### src/hdl/rmpu_pkg.sv
// package: register map, field layout and attribute encodings
package rmpu_pkg;
   localparam int          NUM_REGIONS = 8;
   localparam logic [31:0] OFF_TYPE    = 32'he000_ed90;
   localparam logic [31:0] OFF_CTRL    = 32'he000_ed94;
   localparam logic [31:0] OFF_RSEL    = 32'he000_ed98;
   localparam logic [31:0] OFF_RBASE   = 32'he000_ed9c;
   localparam logic [31:0] OFF_RLIMIT  = 32'he000_eda0;
   localparam logic [31:0] OFF_RBASE_A = 32'he000_eda4;
   localparam logic [31:0] OFF_RLIM_A  = 32'he000_eda8;
   localparam logic [31:0] OFF_ATTR_LO = 32'he000_edc0;
   localparam logic [31:0] OFF_ATTR_HI = 32'he000_edc4;
   localparam logic [31:0] OFF_SFSTAT  = 32'he000_ede4;
   localparam logic [31:0] OFF_SFADDR  = 32'he000_ede8;
   localparam logic [7:0]  REGION_CNT  = 8'h08;
   localparam logic [31:0] TYPE_VALUE  = {16'h0000, REGION_CNT, 8'h00};
   localparam logic [31:0] CTRL_RESET  = 32'h0000_0000;
   localparam int          CTRL_ENABLE = 0;
   localparam int          CTRL_HFNMI  = 1;
   localparam int          CTRL_PRIVDF = 2;
   localparam int          SFSTAT_VALID = 6;
   localparam int          LIM_EN      = 0;
   localparam int          BASE_XN     = 0;
   localparam int          BASE_AP_LO  = 1;
   localparam int          BASE_SH_LO  = 3;
   localparam int          LIM_IDX_LO  = 1;
   localparam logic [3:0]  ALIAS_STEP  = 4'h8;
   // attribute byte: upper nibble 0 selects device memory
   localparam logic [7:0]  ATTR_STRICT  = 8'h00;
   localparam logic [7:0]  ATTR_EARLY   = 8'h04;
   localparam logic [7:0]  ATTR_REORDER = 8'h08;
   localparam logic [7:0]  ATTR_GATHER  = 8'h0c;
   localparam logic [1:0]  SH_OUTER     = 2'h2;
   localparam logic [1:0]  SH_INNER     = 2'h3;
   typedef enum logic [2:0] {
      rmpu_strict, rmpu_early, rmpu_reorder, rmpu_gather,
      rmpu_normal_nc, rmpu_normal_wt, rmpu_normal_wb
   } rmpu_mtype_e;
endpackage

### src/hdl/rmpu_regs_if.sv
// interface: region table write port and read/lookup ports
`timescale 1ns/10ps
`default_nettype none
interface rmpu_regs_if;
   logic        wr_base;
   logic        wr_limit;
   logic [2:0]  wr_idx;
   logic [31:0] wr_data;
   logic [2:0]  rd_idx;
   logic [31:0] rd_base;
   logic [31:0] rd_limit;
   logic [31:0] base_all  [8];
   logic [31:0] limit_all [8];
   modport owner (input wr_base, wr_limit, wr_idx, wr_data, rd_idx,
                  output rd_base, rd_limit, base_all, limit_all);
   modport user  (output wr_base, wr_limit, wr_idx, wr_data, rd_idx,
                  input rd_base, rd_limit, base_all, limit_all);
endinterface
`default_nettype wire

### src/hdl/rmpu_region_mem.sv
// module: storage of the eight region base/limit words
`timescale 1ns/10ps
`default_nettype none
module rmpu_region_mem
(
   input  wire logic   pclk,
   input  wire logic   presetn,
   input  wire logic   pclken,
   rmpu_regs_if.owner  rif
);
   typedef struct packed {
      logic [7:0][31:0] base;
      logic [7:0][31:0] limit;
      logic [31:0]      rd_base;
      logic [31:0]      rd_limit;
   } rmpu_mem_s;
   rmpu_mem_s st_ff;
   rmpu_mem_s nxt_st;

   always_comb
   begin
      nxt_st = st_ff;
      if (rif.wr_base)
         nxt_st.base[rif.wr_idx] = rif.wr_data;
      if (rif.wr_limit)
         nxt_st.limit[rif.wr_idx] = rif.wr_data;
      nxt_st.rd_base  = nxt_st.base[rif.rd_idx];
      nxt_st.rd_limit = nxt_st.limit[rif.rd_idx];
   end

   always_ff @(posedge pclk or negedge presetn)
   begin
      if (!presetn)
         st_ff <= '0;
      else if (pclken)
         st_ff <= nxt_st;
   end

   assign rif.rd_base  = st_ff.rd_base;
   assign rif.rd_limit = st_ff.rd_limit;
   genvar g;
   generate
      for (g = 0; g < 8; g++)
      begin : g_out
         assign rif.base_all[g]  = st_ff.base[g];
         assign rif.limit_all[g] = st_ff.limit[g];
      end
   endgenerate
endmodule
`default_nettype wire

### src/hdl/rmpu_top.sv
// module: region protection unit with apb registers and access check
// How it works
// when valid, fault address holds the address of a security violation; a secure write to the fault address still replaces it while valid stays set.
// eight regions, each with base, limit, permissions and attributes.
// one secure and one non-secure unit instance possible; one instance here.
// an access hitting two or more regions faults.
// fetches and data accesses use the same region table.
// a prohibited access raises a memory-management fault.
// each region selects its own attribute byte.
// matched region attributes are exported with each access.
// strict device memory is ordered and always reported shared.
// device types order strict, early-ack, reorderable, gathering.
// normal: shareable or not; non-cacheable, write-through or write-back.
// three alias base/limit pairs address regions select+1 to +3.
// read-only type register reports presence and region count.
// type register banked per security state; both copies identical.
// region count field bits 15:8 reads 0x08.
// bit 0 always reads zero, meaning unified regions.
// type register value is a fixed constant.
// all regions checked combinationally in the request cycle.
// valid flag bit 6 of fault status set when address captured.
// non-secure access to fault address reads zero, writes ignored.
`timescale 1ns/10ps
`default_nettype none
module rmpu_top
(
   input  wire logic        pclk,
   input  wire logic        presetn,
   input  wire logic        pclken,
   input  wire logic        psel,
   input  wire logic        penable,
   input  wire logic        pwrite,
   input  wire logic [31:0] paddr,
   input  wire logic [31:0] pwdata,
   input  wire logic [3:0]  pstrb,
   input  wire logic        pprot_ns,
   output logic             pready,
   output logic [31:0]      prdata,
   output logic             pslverr,
   input  wire logic        acc_valid,
   input  wire logic [31:0] acc_addr,
   input  wire logic        acc_write,
   input  wire logic        acc_fetch,
   input  wire logic        acc_priv,
   input  wire logic        acc_hfnmi,
   output logic             acc_allow,
   output logic             memory_management_fault,
   output logic [2:0]       acc_mtype,
   output logic             acc_shared,
   output logic             acc_ordered,
   output logic             acc_region_hit,
   output logic [2:0]       acc_region,
   input  wire logic        sau_violation,
   input  wire logic [31:0] sau_addr,
   output logic             secure_fault_address_valid
);
   typedef struct packed {
      logic [31:0] ctrl;
      logic [7:0]  rsel;
      logic [31:0] attr_lo;
      logic [31:0] attr_hi;
      logic [31:0] sfaddr;
      logic        sfvalid;
      logic [31:0] rdata;
      logic        slverr;
   } rmpu_state_s;
   rmpu_state_s st_ff;
   rmpu_state_s nxt_st;

   rmpu_regs_if rif ();

   // one region table: a single unit instance
   rmpu_region_mem u_mem
   (
      .pclk    (pclk),
      .presetn (presetn),
      .pclken  (pclken),
      .rif     (rif)
   );

   // alias registers: offset selects region select plus 0..3
   function automatic logic [1:0] alias_of(input logic [31:0] a);
      logic [4:0] d;
      d = 5'(a - rmpu_pkg::OFF_RBASE);
      alias_of = 2'(d / {1'b0, rmpu_pkg::ALIAS_STEP});
   endfunction

   function automatic logic is_pair(input logic [31:0] a, input logic lim);
      logic [31:0] d;
      d = a - rmpu_pkg::OFF_RBASE;
      is_pair = (a >= rmpu_pkg::OFF_RBASE) && (d < 32'h0000_0020)
                && (d[2] == lim) && (d[1:0] == 2'h0);
   endfunction

   function automatic logic [31:0] merge(input logic [31:0] o,
                                         input logic [31:0] n,
                                         input logic [3:0]  s);
      for (int b = 0; b < 4; b++)
         merge[b*8 +: 8] = s[b] ? n[b*8 +: 8] : o[b*8 +: 8];
   endfunction

   // register decode shared by the read and write setup paths
   function automatic logic is_mapped(input logic [31:0] a);
      unique case (a)
         rmpu_pkg::OFF_TYPE,
         rmpu_pkg::OFF_CTRL,
         rmpu_pkg::OFF_RSEL,
         rmpu_pkg::OFF_ATTR_LO,
         rmpu_pkg::OFF_ATTR_HI,
         rmpu_pkg::OFF_SFADDR,
         rmpu_pkg::OFF_SFSTAT:
            is_mapped = 1'b1;
         default:
            is_mapped = is_pair(a, 1'b0) || is_pair(a, 1'b1);
      endcase
   endfunction

   logic        wr_acc;
   logic        rd_acc;
   logic [2:0]  pair_idx;
   logic [7:0]  hits;
   logic [3:0]  hit_cnt;
   logic [2:0]  hit_idx;
   logic [7:0]  attr_byte;
   logic        en_chk;
   logic        perm_bad;

   assign wr_acc   = psel && penable && pwrite && pclken;
   assign rd_acc   = psel && !penable && !pwrite;
   assign pready   = 1'b1;
   assign pair_idx = 3'(st_ff.rsel[2:0] + {1'b0, alias_of(paddr)});

   assign rif.wr_idx   = pair_idx;
   assign rif.wr_data  = pwdata;
   assign rif.wr_base  = wr_acc && is_pair(paddr, 1'b0);
   assign rif.wr_limit = wr_acc && is_pair(paddr, 1'b1);
   assign rif.rd_idx   = pair_idx;

   // region match over all eight regions in the request cycle
   genvar g;
   generate
      for (g = 0; g < rmpu_pkg::NUM_REGIONS; g++)
      begin : g_hit
         assign hits[g] = rif.limit_all[g][rmpu_pkg::LIM_EN]
            && (acc_addr[31:5] >= rif.base_all[g][31:5])
            && (acc_addr[31:5] <= rif.limit_all[g][31:5]);
      end
   endgenerate

   always_comb
   begin
      hit_cnt = '0;
      hit_idx = '0;
      for (int i = rmpu_pkg::NUM_REGIONS - 1; i >= 0; i--)
      begin
         hit_cnt = hit_cnt + {3'h0, hits[i]};
         if (hits[i])
            hit_idx = 3'(i);
      end
   end

   // per-region attribute index picks a byte of the indirection pair
   always_comb
   begin
      logic [2:0]  ai;
      logic [63:0] both;
      ai   = rif.limit_all[hit_idx][rmpu_pkg::LIM_IDX_LO +: 3];
      both = {st_ff.attr_hi, st_ff.attr_lo};
      attr_byte = both[ai*8 +: 8];
   end

   always_comb
   begin
      logic [31:0] b;
      logic [1:0]  ap;
      b  = rif.base_all[hit_idx];
      ap = b[rmpu_pkg::BASE_AP_LO +: 2];
      perm_bad = (acc_fetch && b[rmpu_pkg::BASE_XN])
               || (acc_write && ap[1])
               || (!acc_priv && !ap[0]);
   end

   assign en_chk = st_ff.ctrl[rmpu_pkg::CTRL_ENABLE]
                   && (!acc_hfnmi || st_ff.ctrl[rmpu_pkg::CTRL_HFNMI]);

   always_comb
   begin
      logic bad;
      bad = 1'b0;
      if (en_chk)
      begin
         if (hit_cnt > 4'h1)
            bad = 1'b1;
         else if (hit_cnt == 4'h0)
            bad = !(acc_priv && st_ff.ctrl[rmpu_pkg::CTRL_PRIVDF]);
         else
            bad = perm_bad;
      end
      memory_management_fault = acc_valid && bad;
      acc_allow               = acc_valid && !bad;
      acc_region_hit          = en_chk && (hit_cnt == 4'h1);
      acc_region              = hit_idx;
   end

   // attribute export to the system
   always_comb
   begin
      logic [1:0] sh;
      sh = rif.base_all[hit_idx][rmpu_pkg::BASE_SH_LO +: 2];
      acc_ordered = 1'b0;
      acc_shared  = 1'b1;
      if (!acc_region_hit)
         acc_mtype = rmpu_pkg::rmpu_normal_nc;
      else if (attr_byte[7:4] == 4'h0)
      begin
         unique case (attr_byte[3:2])
            2'h0:
            begin
               acc_mtype   = rmpu_pkg::rmpu_strict;
               acc_ordered = 1'b1;
            end
            2'h1: acc_mtype = rmpu_pkg::rmpu_early;
            2'h2: acc_mtype = rmpu_pkg::rmpu_reorder;
            2'h3: acc_mtype = rmpu_pkg::rmpu_gather;
         endcase
      end
      else
      begin
         acc_shared = (sh == rmpu_pkg::SH_OUTER) || (sh == rmpu_pkg::SH_INNER);
         if (attr_byte[7:6] == 2'h1)
            acc_mtype = rmpu_pkg::rmpu_normal_nc;
         else if (attr_byte[6] == 1'b0)
            acc_mtype = rmpu_pkg::rmpu_normal_wt;
         else
            acc_mtype = rmpu_pkg::rmpu_normal_wb;
      end
   end

   always_comb
   begin
      nxt_st = st_ff;
      if (sau_violation)
      begin
         nxt_st.sfaddr  = sau_addr;
         nxt_st.sfvalid = 1'b1;
      end
      if (wr_acc)
      begin
         unique case (paddr)
            rmpu_pkg::OFF_CTRL:
               nxt_st.ctrl = merge(st_ff.ctrl, pwdata, pstrb)
                             & 32'h0000_0007;
            rmpu_pkg::OFF_RSEL:
               nxt_st.rsel = {5'h0, pwdata[2:0]};
            rmpu_pkg::OFF_ATTR_LO:
               nxt_st.attr_lo = merge(st_ff.attr_lo, pwdata, pstrb);
            rmpu_pkg::OFF_ATTR_HI:
               nxt_st.attr_hi = merge(st_ff.attr_hi, pwdata, pstrb);
            rmpu_pkg::OFF_SFADDR:
               if (!pprot_ns && !sau_violation)
                  nxt_st.sfaddr = pwdata;
            rmpu_pkg::OFF_SFSTAT:
               if (!pprot_ns && pwdata[rmpu_pkg::SFSTAT_VALID]
                   && !sau_violation)
                  nxt_st.sfvalid = 1'b0;
            default: ;
         endcase
      end
      if (rd_acc)
      begin
         nxt_st.slverr = 1'b0;
         unique case (paddr)
            rmpu_pkg::OFF_TYPE:    nxt_st.rdata = rmpu_pkg::TYPE_VALUE;

            rmpu_pkg::OFF_CTRL:    nxt_st.rdata = st_ff.ctrl;
            rmpu_pkg::OFF_RSEL:    nxt_st.rdata = {24'h0, st_ff.rsel};
            rmpu_pkg::OFF_ATTR_LO: nxt_st.rdata = st_ff.attr_lo;
            rmpu_pkg::OFF_ATTR_HI: nxt_st.rdata = st_ff.attr_hi;
            rmpu_pkg::OFF_SFADDR:
               nxt_st.rdata = pprot_ns ? 32'h0000_0000 : st_ff.sfaddr;
            rmpu_pkg::OFF_SFSTAT:
               nxt_st.rdata = pprot_ns ? 32'h0000_0000
                  : 32'(st_ff.sfvalid) << rmpu_pkg::SFSTAT_VALID;
            default:
            begin
               nxt_st.rdata  = 32'h0000_0000;
               nxt_st.slverr = !is_mapped(paddr);
            end
         endcase
      end
      else if (psel && !penable && pwrite)
         nxt_st.slverr = !is_mapped(paddr);
   end

   always_ff @(posedge pclk or negedge presetn)
   begin
      if (!presetn)
      begin
         st_ff      <= '0;
         st_ff.ctrl <= rmpu_pkg::CTRL_RESET;
      end
      else if (pclken)
         st_ff <= nxt_st;
   end

   // pair registers come from the memory's read register
   always_comb
   begin
      prdata = st_ff.rdata;
      if (is_pair(paddr, 1'b0))
         prdata = rif.rd_base;
      else if (is_pair(paddr, 1'b1))
         prdata = rif.rd_limit;
   end
   assign pslverr = psel && penable && st_ff.slverr;
   assign secure_fault_address_valid = st_ff.sfvalid;
endmodule
`default_nettype wire

### config.mk
export PLATFORM = sky130hd
export DESIGN_NAME = rmpu_top
export DESIGN_NICKNAME = d
export VERILOG_FILES = /design/src/hdl/rmpu_pkg.sv /design/src/hdl/rmpu_regs_if.sv /design/src/hdl/rmpu_region_mem.sv /design/src/hdl/rmpu_top.sv
export SDC_FILE = /design/constraint.sdc
export NUM_CORES = 2
export LEC_CHECK = 0
export ABC_CLOCK_PERIOD_IN_PS = 4900
export BUFFER_PORTS_ARGS = -buffer_cell sky130_fd_sc_hd__buf_2
export CAP_MARGIN = 10
export CELL_PAD_IN_SITES_DETAIL_PLACEMENT = 1
export CELL_PAD_IN_SITES_GLOBAL_PLACEMENT = 2
export CORE_MARGIN = 2
export CORE_UTILIZATION = 37
export CTS_BUF_LIST = sky130_fd_sc_hd__clkbuf_8
export DETAILED_ROUTE_END_ITERATION = 10
export GPL_TIMING_DRIVEN = 0
export PLACE_DENSITY_LB_ADDON = 0.1
export SYNTH_ARGS = -nofsm -noshare
export SYNTH_HDL_FRONTEND = slang
export SYNTH_SLANG_ARGS = --single-unit
### constraint.sdc
create_clock -name pclk -period 4.9 [get_ports pclk]
set_clock_uncertainty 0.15 [all_clocks]
set_input_delay 0.245 -clock pclk [delete_from_list [all_inputs] [get_ports pclk]]
set_output_delay 0.245 -clock pclk [all_outputs]
set_load 0.02 [all_outputs]
After elaboration in Yosys (flattened, before gate mapping)
Cells that the tools add are included.
- bitwise gates (word level): 2
- add/subtract/negate cells: 9
- shift-type cells: 1
- eq/ne operators: 14
- reduce and logical (&&, ||, !) cells: 76
- mux-type cells: 56
- $lt $le $gt $ge: 22
- operators by type and width (cell ; number):
    256-bit bitwise mux ; 2
    256-bit 2-to-1 mux ; 2
    32-bit binary-select mux with 3-bit select ; 4
    32-bit 2-to-1 mux ; 8
    32-bit == test (second input constant) ; 7
    32-bit case mux with 7 select lines ; 1
    27-bit >= comparator ; 8
    27-bit less-or-equal comparator ; 8
    32-bit demux with 3-bit select ; 1
    33-bit 2-to-1 mux ; 2
    64-bit by 7-bit indexed part select with 8-bit output ; 1
    1-bit logical AND ; 42
    4-bit AND reduction ; 9
    32-bit >= comparator (second input constant) ; 1
    32-bit by 6-bit < comparator with 1-bit output (second input constant) ; 1
    32-bit subtractor (second input constant) ; 1
    3-bit 2-to-1 mux ; 10
    1-bit 2-to-1 mux ; 18
    4-bit by 1-bit adder with 4-bit output ; 4
    3-bit case mux with 4 select lines ; 1
    1-bit logical NOT ; 11
    5-bit 2-to-1 mux ; 2
    2-bit == test (second input constant) ; 4
    4-bit logical NOT ; 2
    other kinds (21) ; 30
- bits of input ports: 145
- register bits: 712
- logic and storage cells: 212
- output and inout port bits: 46

Longest topological paths before layout
- depth after elaboration: 23
- gate-level depth with buffers: 21
- mapped depth without buffers: 21

Modules after synthesis
Synthesis repeated with hierarchy kept, for this count alone.
- cell total of the unflattened synthesis: 4818
- area, all modules: 49496.2 um2
- modules (own cells, without submodules) (module ; times used ; cells each ; seq. area each (um2) ; area an instance (um2)):
    rmpu_region_mem ; 1 ; 2432 ; 14413.8 ; 30022.5
    rmpu_top ; 1 ; 2386 ; 3403.3 ; 19473.7

Worst setup path after synthesis
OpenSTA, ideal clock, no wires.
- path type: register to output
- from: register u_mem.st_ff, in the netlist u_mem.rif.limit_all[222]
- to: output port acc_ordered
- required time: 4505 ps
- path buffers: 0
- path slack: -1161 ps
- data arrival time: 5666 ps
- stages on the path, launching flop included: 20
- path through: dfrtp_1 -> inv_1 -> ha_1 -> and4_1 -> nand2_1 -> or4_1 -> nor4_1 -> o211ai_2 -> fa_1 -> fa_1 -> inv_1 -> fa_1 -> ha_1 -> fa_1 -> or2_2 -> a21oi_1 -> nand2_1 -> nor2_1 -> nand4_1 -> nor3b_2
- elaborated cells on any way between the ends: 18
- classes of those cells: add/sub: 2; order compare: 1; eq/ne: 1; shift: 1; mux: 8; bitwise: 1; reduce/logical: 4
- RTL lines (what ; RTL line ; source):
    start: declaration ; rmpu_region_mem.sv:17 ; rmpu_mem_s st_ff;
    start signal: assignment ; rmpu_region_mem.sv:36 ; st_ff <= nxt_st;
    27-bit less-or-equal comparator ; rmpu_top.sv:146 ; && (acc_addr[31:5] <= rif.limit_all[g][31:5]);
    1-bit logical AND ; rmpu_top.sv:146 ;
    4-bit by 1-bit adder with 4-bit output (2 in series) ; rmpu_top.sv:156 ; hit_cnt = hit_cnt + {3'h0, hits[i]};
    4-bit by 1-bit == test with 1-bit output ; rmpu_top.sv:201 ; acc_region_hit = en_chk && (hit_cnt == 4'h1);
    1-bit logical AND ; rmpu_top.sv:201 ;
    via acc_region_hit ; rmpu_top.sv:51 ; output logic acc_region_hit,
    1-bit 2-to-1 mux ; rmpu_top.sv:212 ; if (!acc_region_hit)
    end: declaration ; rmpu_top.sv:50 ; output logic acc_ordered,
The timed path passes the listed nets, and every way through them passes these cells. The select of a mux whose other input is x is not followed.

Worst setup path in the final report
- from: register u_mem.st_ff, in the netlist u_mem.rif.limit_all[251]
- to: output port acc_ordered
- word-level cells in the longest chain between the ends: 12
- elaborated cells on any way between the ends: 16
- classes of those cells: add/sub: 1; order compare: 1; eq/ne: 1; shift: 1; mux: 7; bitwise: 1; reduce/logical: 4
- ends and longest elaborated chain (what ; RTL line ; source):
    27-bit less-or-equal comparator (*) ; rmpu_top.sv:146 ;
    1-bit logical AND (*) ; rmpu_top.sv:146 ;
    3-bit 2-to-1 mux ; rmpu_top.sv:157 ; if (hits[i])
    3-bit inverter with 4-bit output (implied by the code) ; rmpu_top.sv:167 ; ai = rif.limit_all[hit_idx][rmpu_pkg::LIM_IDX_LO +: 3];
    32-bit binary-select mux with 3-bit select ; rmpu_top.sv:167 ;
    4-bit 2-to-1 mux (implied by the code) (2 in series) ; rmpu_top.sv:167 ;
    64-bit by 7-bit indexed part select with 8-bit output ; rmpu_top.sv:169 ; attr_byte = both[ai*8 +: 8];
    2-bit logical NOT ; rmpu_top.sv:216 ; unique case (attr_byte[3:2])
    1-bit 2-to-1 mux ; rmpu_top.sv:216 ;
    1-bit 2-to-1 mux ; rmpu_top.sv:214 ; else if (attr_byte[7:4] == 4'h0)
    1-bit 2-to-1 mux (*) ; rmpu_top.sv:212 ;
Mark *: on every way between the ends. The rest lies on a longest branch, timed or not. The select of a mux whose other input is x is not followed.

==> impl_metrics.tcl <==
set metrics [dict create \
    status "finished with violations" \
    failed_checks "negative setup slack" \
    routed_length_on_met2_um 106000 \
    unrepaired_setup_endpoints_after_global_routing "true" \
    synth_top_cell_area_share_pct 40.4 \
    cp.arrival_ns 6.81 \
    grt_pass1_vias 42800 \
    worstSkewPairLatency_ns 0.92 \
    number_of_enable_flip_flop_cells_after_synthesis 0 \
    synth-seq-area-share_pct 40.4 \
    final_period_minus_worst_setup_slack_ns 7.20 \
    critical_path.startpoint_type "register" \
    critPathKind "reg2out" \
    max_slew.worst_pin.slew_ns 1.43 \
    die_width_um 349 \
    postSynthCellCount 4860 \
    routed_via_count 42800 \
    synth_top_flop_cell "sky130_fd_sc_hd__dfrtp_1" \
    grt_max_degree 113 \
    final_critical_path_setup_slack_ns -2.30 \
    max-vdd-ir-drop_v 0.000302 \
    hold_path_class "in2reg" \
    worstPathMaxFanout 3 \
    slew_viol_final 0 \
    groute.usage.overall_pct 39.0 \
    numCtsBuffers 145 \
    synth_nets 5450 \
    yosysTopAreaCell "sky130_fd_sc_hd__dfrtp_1" \
    cap_violations 0 \
    drt-wirelength-per-cell_um 34.2 \
    gp_congestion 1.02 \
    nets 5950 \
    clkTransAtPathRegs_ns 0.06 \
    routedLengthMet1_um 97400 \
    finish.cell_count_without_fillers 7008 \
    ys_async_sr_fraction_pct 100 \
    synthDistinctLibCells 87 \
    power-per-cell-area_mw_per_mm2 277 \
    grt_first_pass_wirelength_um 332000 \
    post_route_ant_nets 0 \
    post_dp_cell_area_mm2 0.0477 \
    grt_antenna_before_repair 18 \
    postSynthRegisterBits 712 \
    fmax_mhz 139 \
    drc 0 \
    core_area_mm2 0.118 \
    design.portCount 191 \
    cell_area_after_layout_mm2 0.0525 \
    cts_tree "built" \
    floorplan.die_area_mm2 0.122 \
    firstDrtPassIters 7 \
    synth_warnings 0 \
    floorplan.initialDensity_pct 37.3 \
    globalRoute.totalOverflow 0 \
    placed_insts 6620 \
    timing.max_slew.rel_slack_pct 4.60 \
    synth.area.top_cells "sky130_fd_sc_hd__dfrtp_1 (40%), sky130_fd_sc_hd__ha_1 (12%), sky130_fd_sc_hd__o21ai_0 (6.3%)" \
    cts_max_level 4 \
    placed_wire_length_estimate_um 183000 \
    met3WireLength_um 19400 \
    number_of_drc_violations_after_detailed_routing_iteration_0 4385 \
    hold_violations 0 \
    postRouteWirelength_um 240000 \
    area_of_the_mapped_netlist_mm2 0.0441 \
    layout-drive-gt1-share_pct 17.0 \
    viasPerCell 6.11 \
    fp.dieH_um 349 \
    cts-root-to-sink-buffers 3 \
    core.rowCount 126 \
    placement.io_buffers 183 \
    timing.critical_path.to_type "output pin" \
    route.top_layer_used "met4" \
    post_synth.cell_area_avg_um2 9.06 \
    timing.reg2reg.setup_slack_ns -0.15 \
    setup-violations-final 20 \
    tns_ns -18.03 \
    finalCritPeriodShare_pct 147 \
    cts-root-buf "sky130_fd_sc_hd__clkbuf_8" \
    power_leakage_uw 0.0255 \
    cp_data_required_time_ns 4.51 \
    area_growth_syn_to_layout_pct 19.3 \
    cts_num_sinks 712 \
]
[cells in the final DEF (no fill, tap or decap), types with 88 or more instances in the layout]
cell	n
sky130_fd_sc_hd__dfrtp_1	712
sky130_fd_sc_hd__nand2_1	648
sky130_fd_sc_hd__o21ai_0	544
sky130_fd_sc_hd__inv_1	506
sky130_fd_sc_hd__ha_1	434
sky130_fd_sc_hd__a21oi_1	324
sky130_fd_sc_hd__nor2_1	265
sky130_fd_sc_hd__clkbuf_1	213
sky130_fd_sc_hd__buf_2	195
sky130_fd_sc_hd__mux2_2	192
sky130_fd_sc_hd__clkbuf_8	176
sky130_fd_sc_hd__mux2i_1	96
sky130_fd_sc_hd__dlygate4sd3_1	94
sky130_fd_sc_hd__nand3_1	88
[sequential cells by signal (all words and copies together) (netlist names)]
| name | cells |
|---|---|
| u_mem.rif.base_all | 256 |
| u_mem.rif.limit_all | 256 |
| st_ff | 135 |
| u_mem.rif.rd_base | 32 |
| u_mem.rif.rd_limit | 32 |
| secure_fault_address_valid | 1 |
[path summary, 6_finish.rpt]
| kind | end | startpoint | depth (start not counted) |
|---|---|---|---|
| setup / recovery | acc_ordered | u_mem.rif.limit_all[251]$_DFFE_PN0P_ | 22 |
| hold / removal | u_mem.rif.base_all[164]$_DFFE_PN0P_ | pwdata[4] | 3 |
| setup reg to reg | u_mem.rif.rd_limit[19]$_DFFE_PN0P_ | st_ff[130]$_DFFE_PN0P_ | 9 |
| hold reg to reg | u_mem.rif.limit_all[68]$_DFFE_PN0P_ | u_mem.rif.limit_all[68]$_DFFE_PN0P_ | 1 |
| max in group asynchronous | u_mem.rif.limit_all[225]$_DFFE_PN0P_ | presetn | 5 |
| min in group asynchronous | u_mem.rif.rd_base[23]$_DFFE_PN0P_ | presetn | 4 |
[logic make-up (layout without fill, tap and decap cells)]
group	count (synthesis)	after routing	share of synthesized area [%]
AO/OA/AOI/OAI	1314	1314	18.0
XOR/XNOR	7	7	0.139
adder cells (fa/ha/maj)	445	445	12.7
buffers and inverters	772	1374	6.64
flip-flops	712	712	40.4
multiplexers	336	336	9.44
other	1	11	0.00851
AND/OR/NAND/NOR	1273	1273	12.6
[per-stage QoR]
stage / hold slack (ns) / utilization [%] / power (µW) / setup WS, ns
global route: 0.0553 / 44.5 / 14900 / -2.41
detailed placement: 0.224 / 40.4 / 8150 / -2.81
floorplan: -0.201 / - / 7010 / -0.653
global placement: 0.324 / 39.8 / 8070 / -13.48
finish: 0.0426 / 44.5 / 14500 / -2.30
CTS: 0.00573 / 44.1 / 14500 / -2.27
[worst max-delay path, stage by stage, from the launching register on]
cell and delay [ns]:
sky130_fd_sc_hd__dfrtp_1 0.38, sky130_fd_sc_hd__inv_2 0.08, sky130_fd_sc_hd__ha_4 0.21, sky130_fd_sc_hd__a211oi_4 0.21
sky130_fd_sc_hd__o21ai_2 0.11, sky130_fd_sc_hd__a221oi_2 0.38, sky130_fd_sc_hd__o211ai_1 0.24, sky130_fd_sc_hd__o22ai_2 0.43
sky130_fd_sc_hd__o2111ai_4 0.35, sky130_fd_sc_hd__fa_1 0.55, sky130_fd_sc_hd__fa_1 0.51, sky130_fd_sc_hd__inv_1 0.05
sky130_fd_sc_hd__fa_1 0.43, sky130_fd_sc_hd__ha_2 0.22, sky130_fd_sc_hd__fa_2 0.34, sky130_fd_sc_hd__or2_4 0.24
sky130_fd_sc_hd__a21oi_4 0.22, sky130_fd_sc_hd__nand2_2 0.11, sky130_fd_sc_hd__nor2_4 0.14, sky130_fd_sc_hd__buf_12 0.15
sky130_fd_sc_hd__nand4_1 0.16, sky130_fd_sc_hd__nor3b_4 0.24, sky130_fd_sc_hd__buf_6 0.14
[cell type report]
class                           instances  area (µm²)
Sequential cell                       712       17800
Buffer                                310        1330
Timing Repair Buffer                  354        2910
Antenna cell                           10        25.0
Multi-Input combinational cell       3376       24000
Clock buffer                          176        2420
Tap cell                             1536        1920
Clock inverter                         73         363
Fill cell                           13700       65500
Inverter                              461        1740
[power by group]
part | switching, µW | total [µW] | internal, µW
clock network | 3010 | 6340 | 3320
registers | 93.1 | 6130 | 6040
logic | 1490 | 2070 | 583
total | 4590 | 14500 | 9940
[metal layers]
metal,vias to the layer above,track usage [%]
li1,18200,-
met1,22000,50.0
met2,2042,60.3
met3,570,7.99
met4,0,24.1
met5,-,0
[what timing repair did]
item | in CTS | in global routing
setup buffers | 18 | 17
resized for setup | 122 | 90
hold buffers | 95 | 0
pin swaps | 21 | 26
endpoints found under the hold margin | 868 | 0
endpoints found under the setup margin | 459 | 135
[synth_stat cells (all sizes together) (9+ instances only)]
cell type / n
a22oi: 20
o31ai: 9
nor2b: 22
nand3: 90
nand4: 69
a221oi: 28
buf: 33
o221ai: 10
o211ai: 43
nor3: 47
o21ai: 556
dfrtp: 712
inv: 461
nand3b: 11
o221a: 25
a31oi: 27
a21boi: 11
a21o: 45
a21oi: 329
o22ai: 55
and2: 11
a211oi: 33
nor4: 14
o2111ai: 11
mux4: 43
o21a: 10
and3: 28
nor2: 275
a222oi: 37
clkbuf: 278
and4: 10
nand2b: 9
nand2: 654
mux2i: 99
mux2: 194
ha: 440
Note: power is estimated with default switching activity, not from simulation.
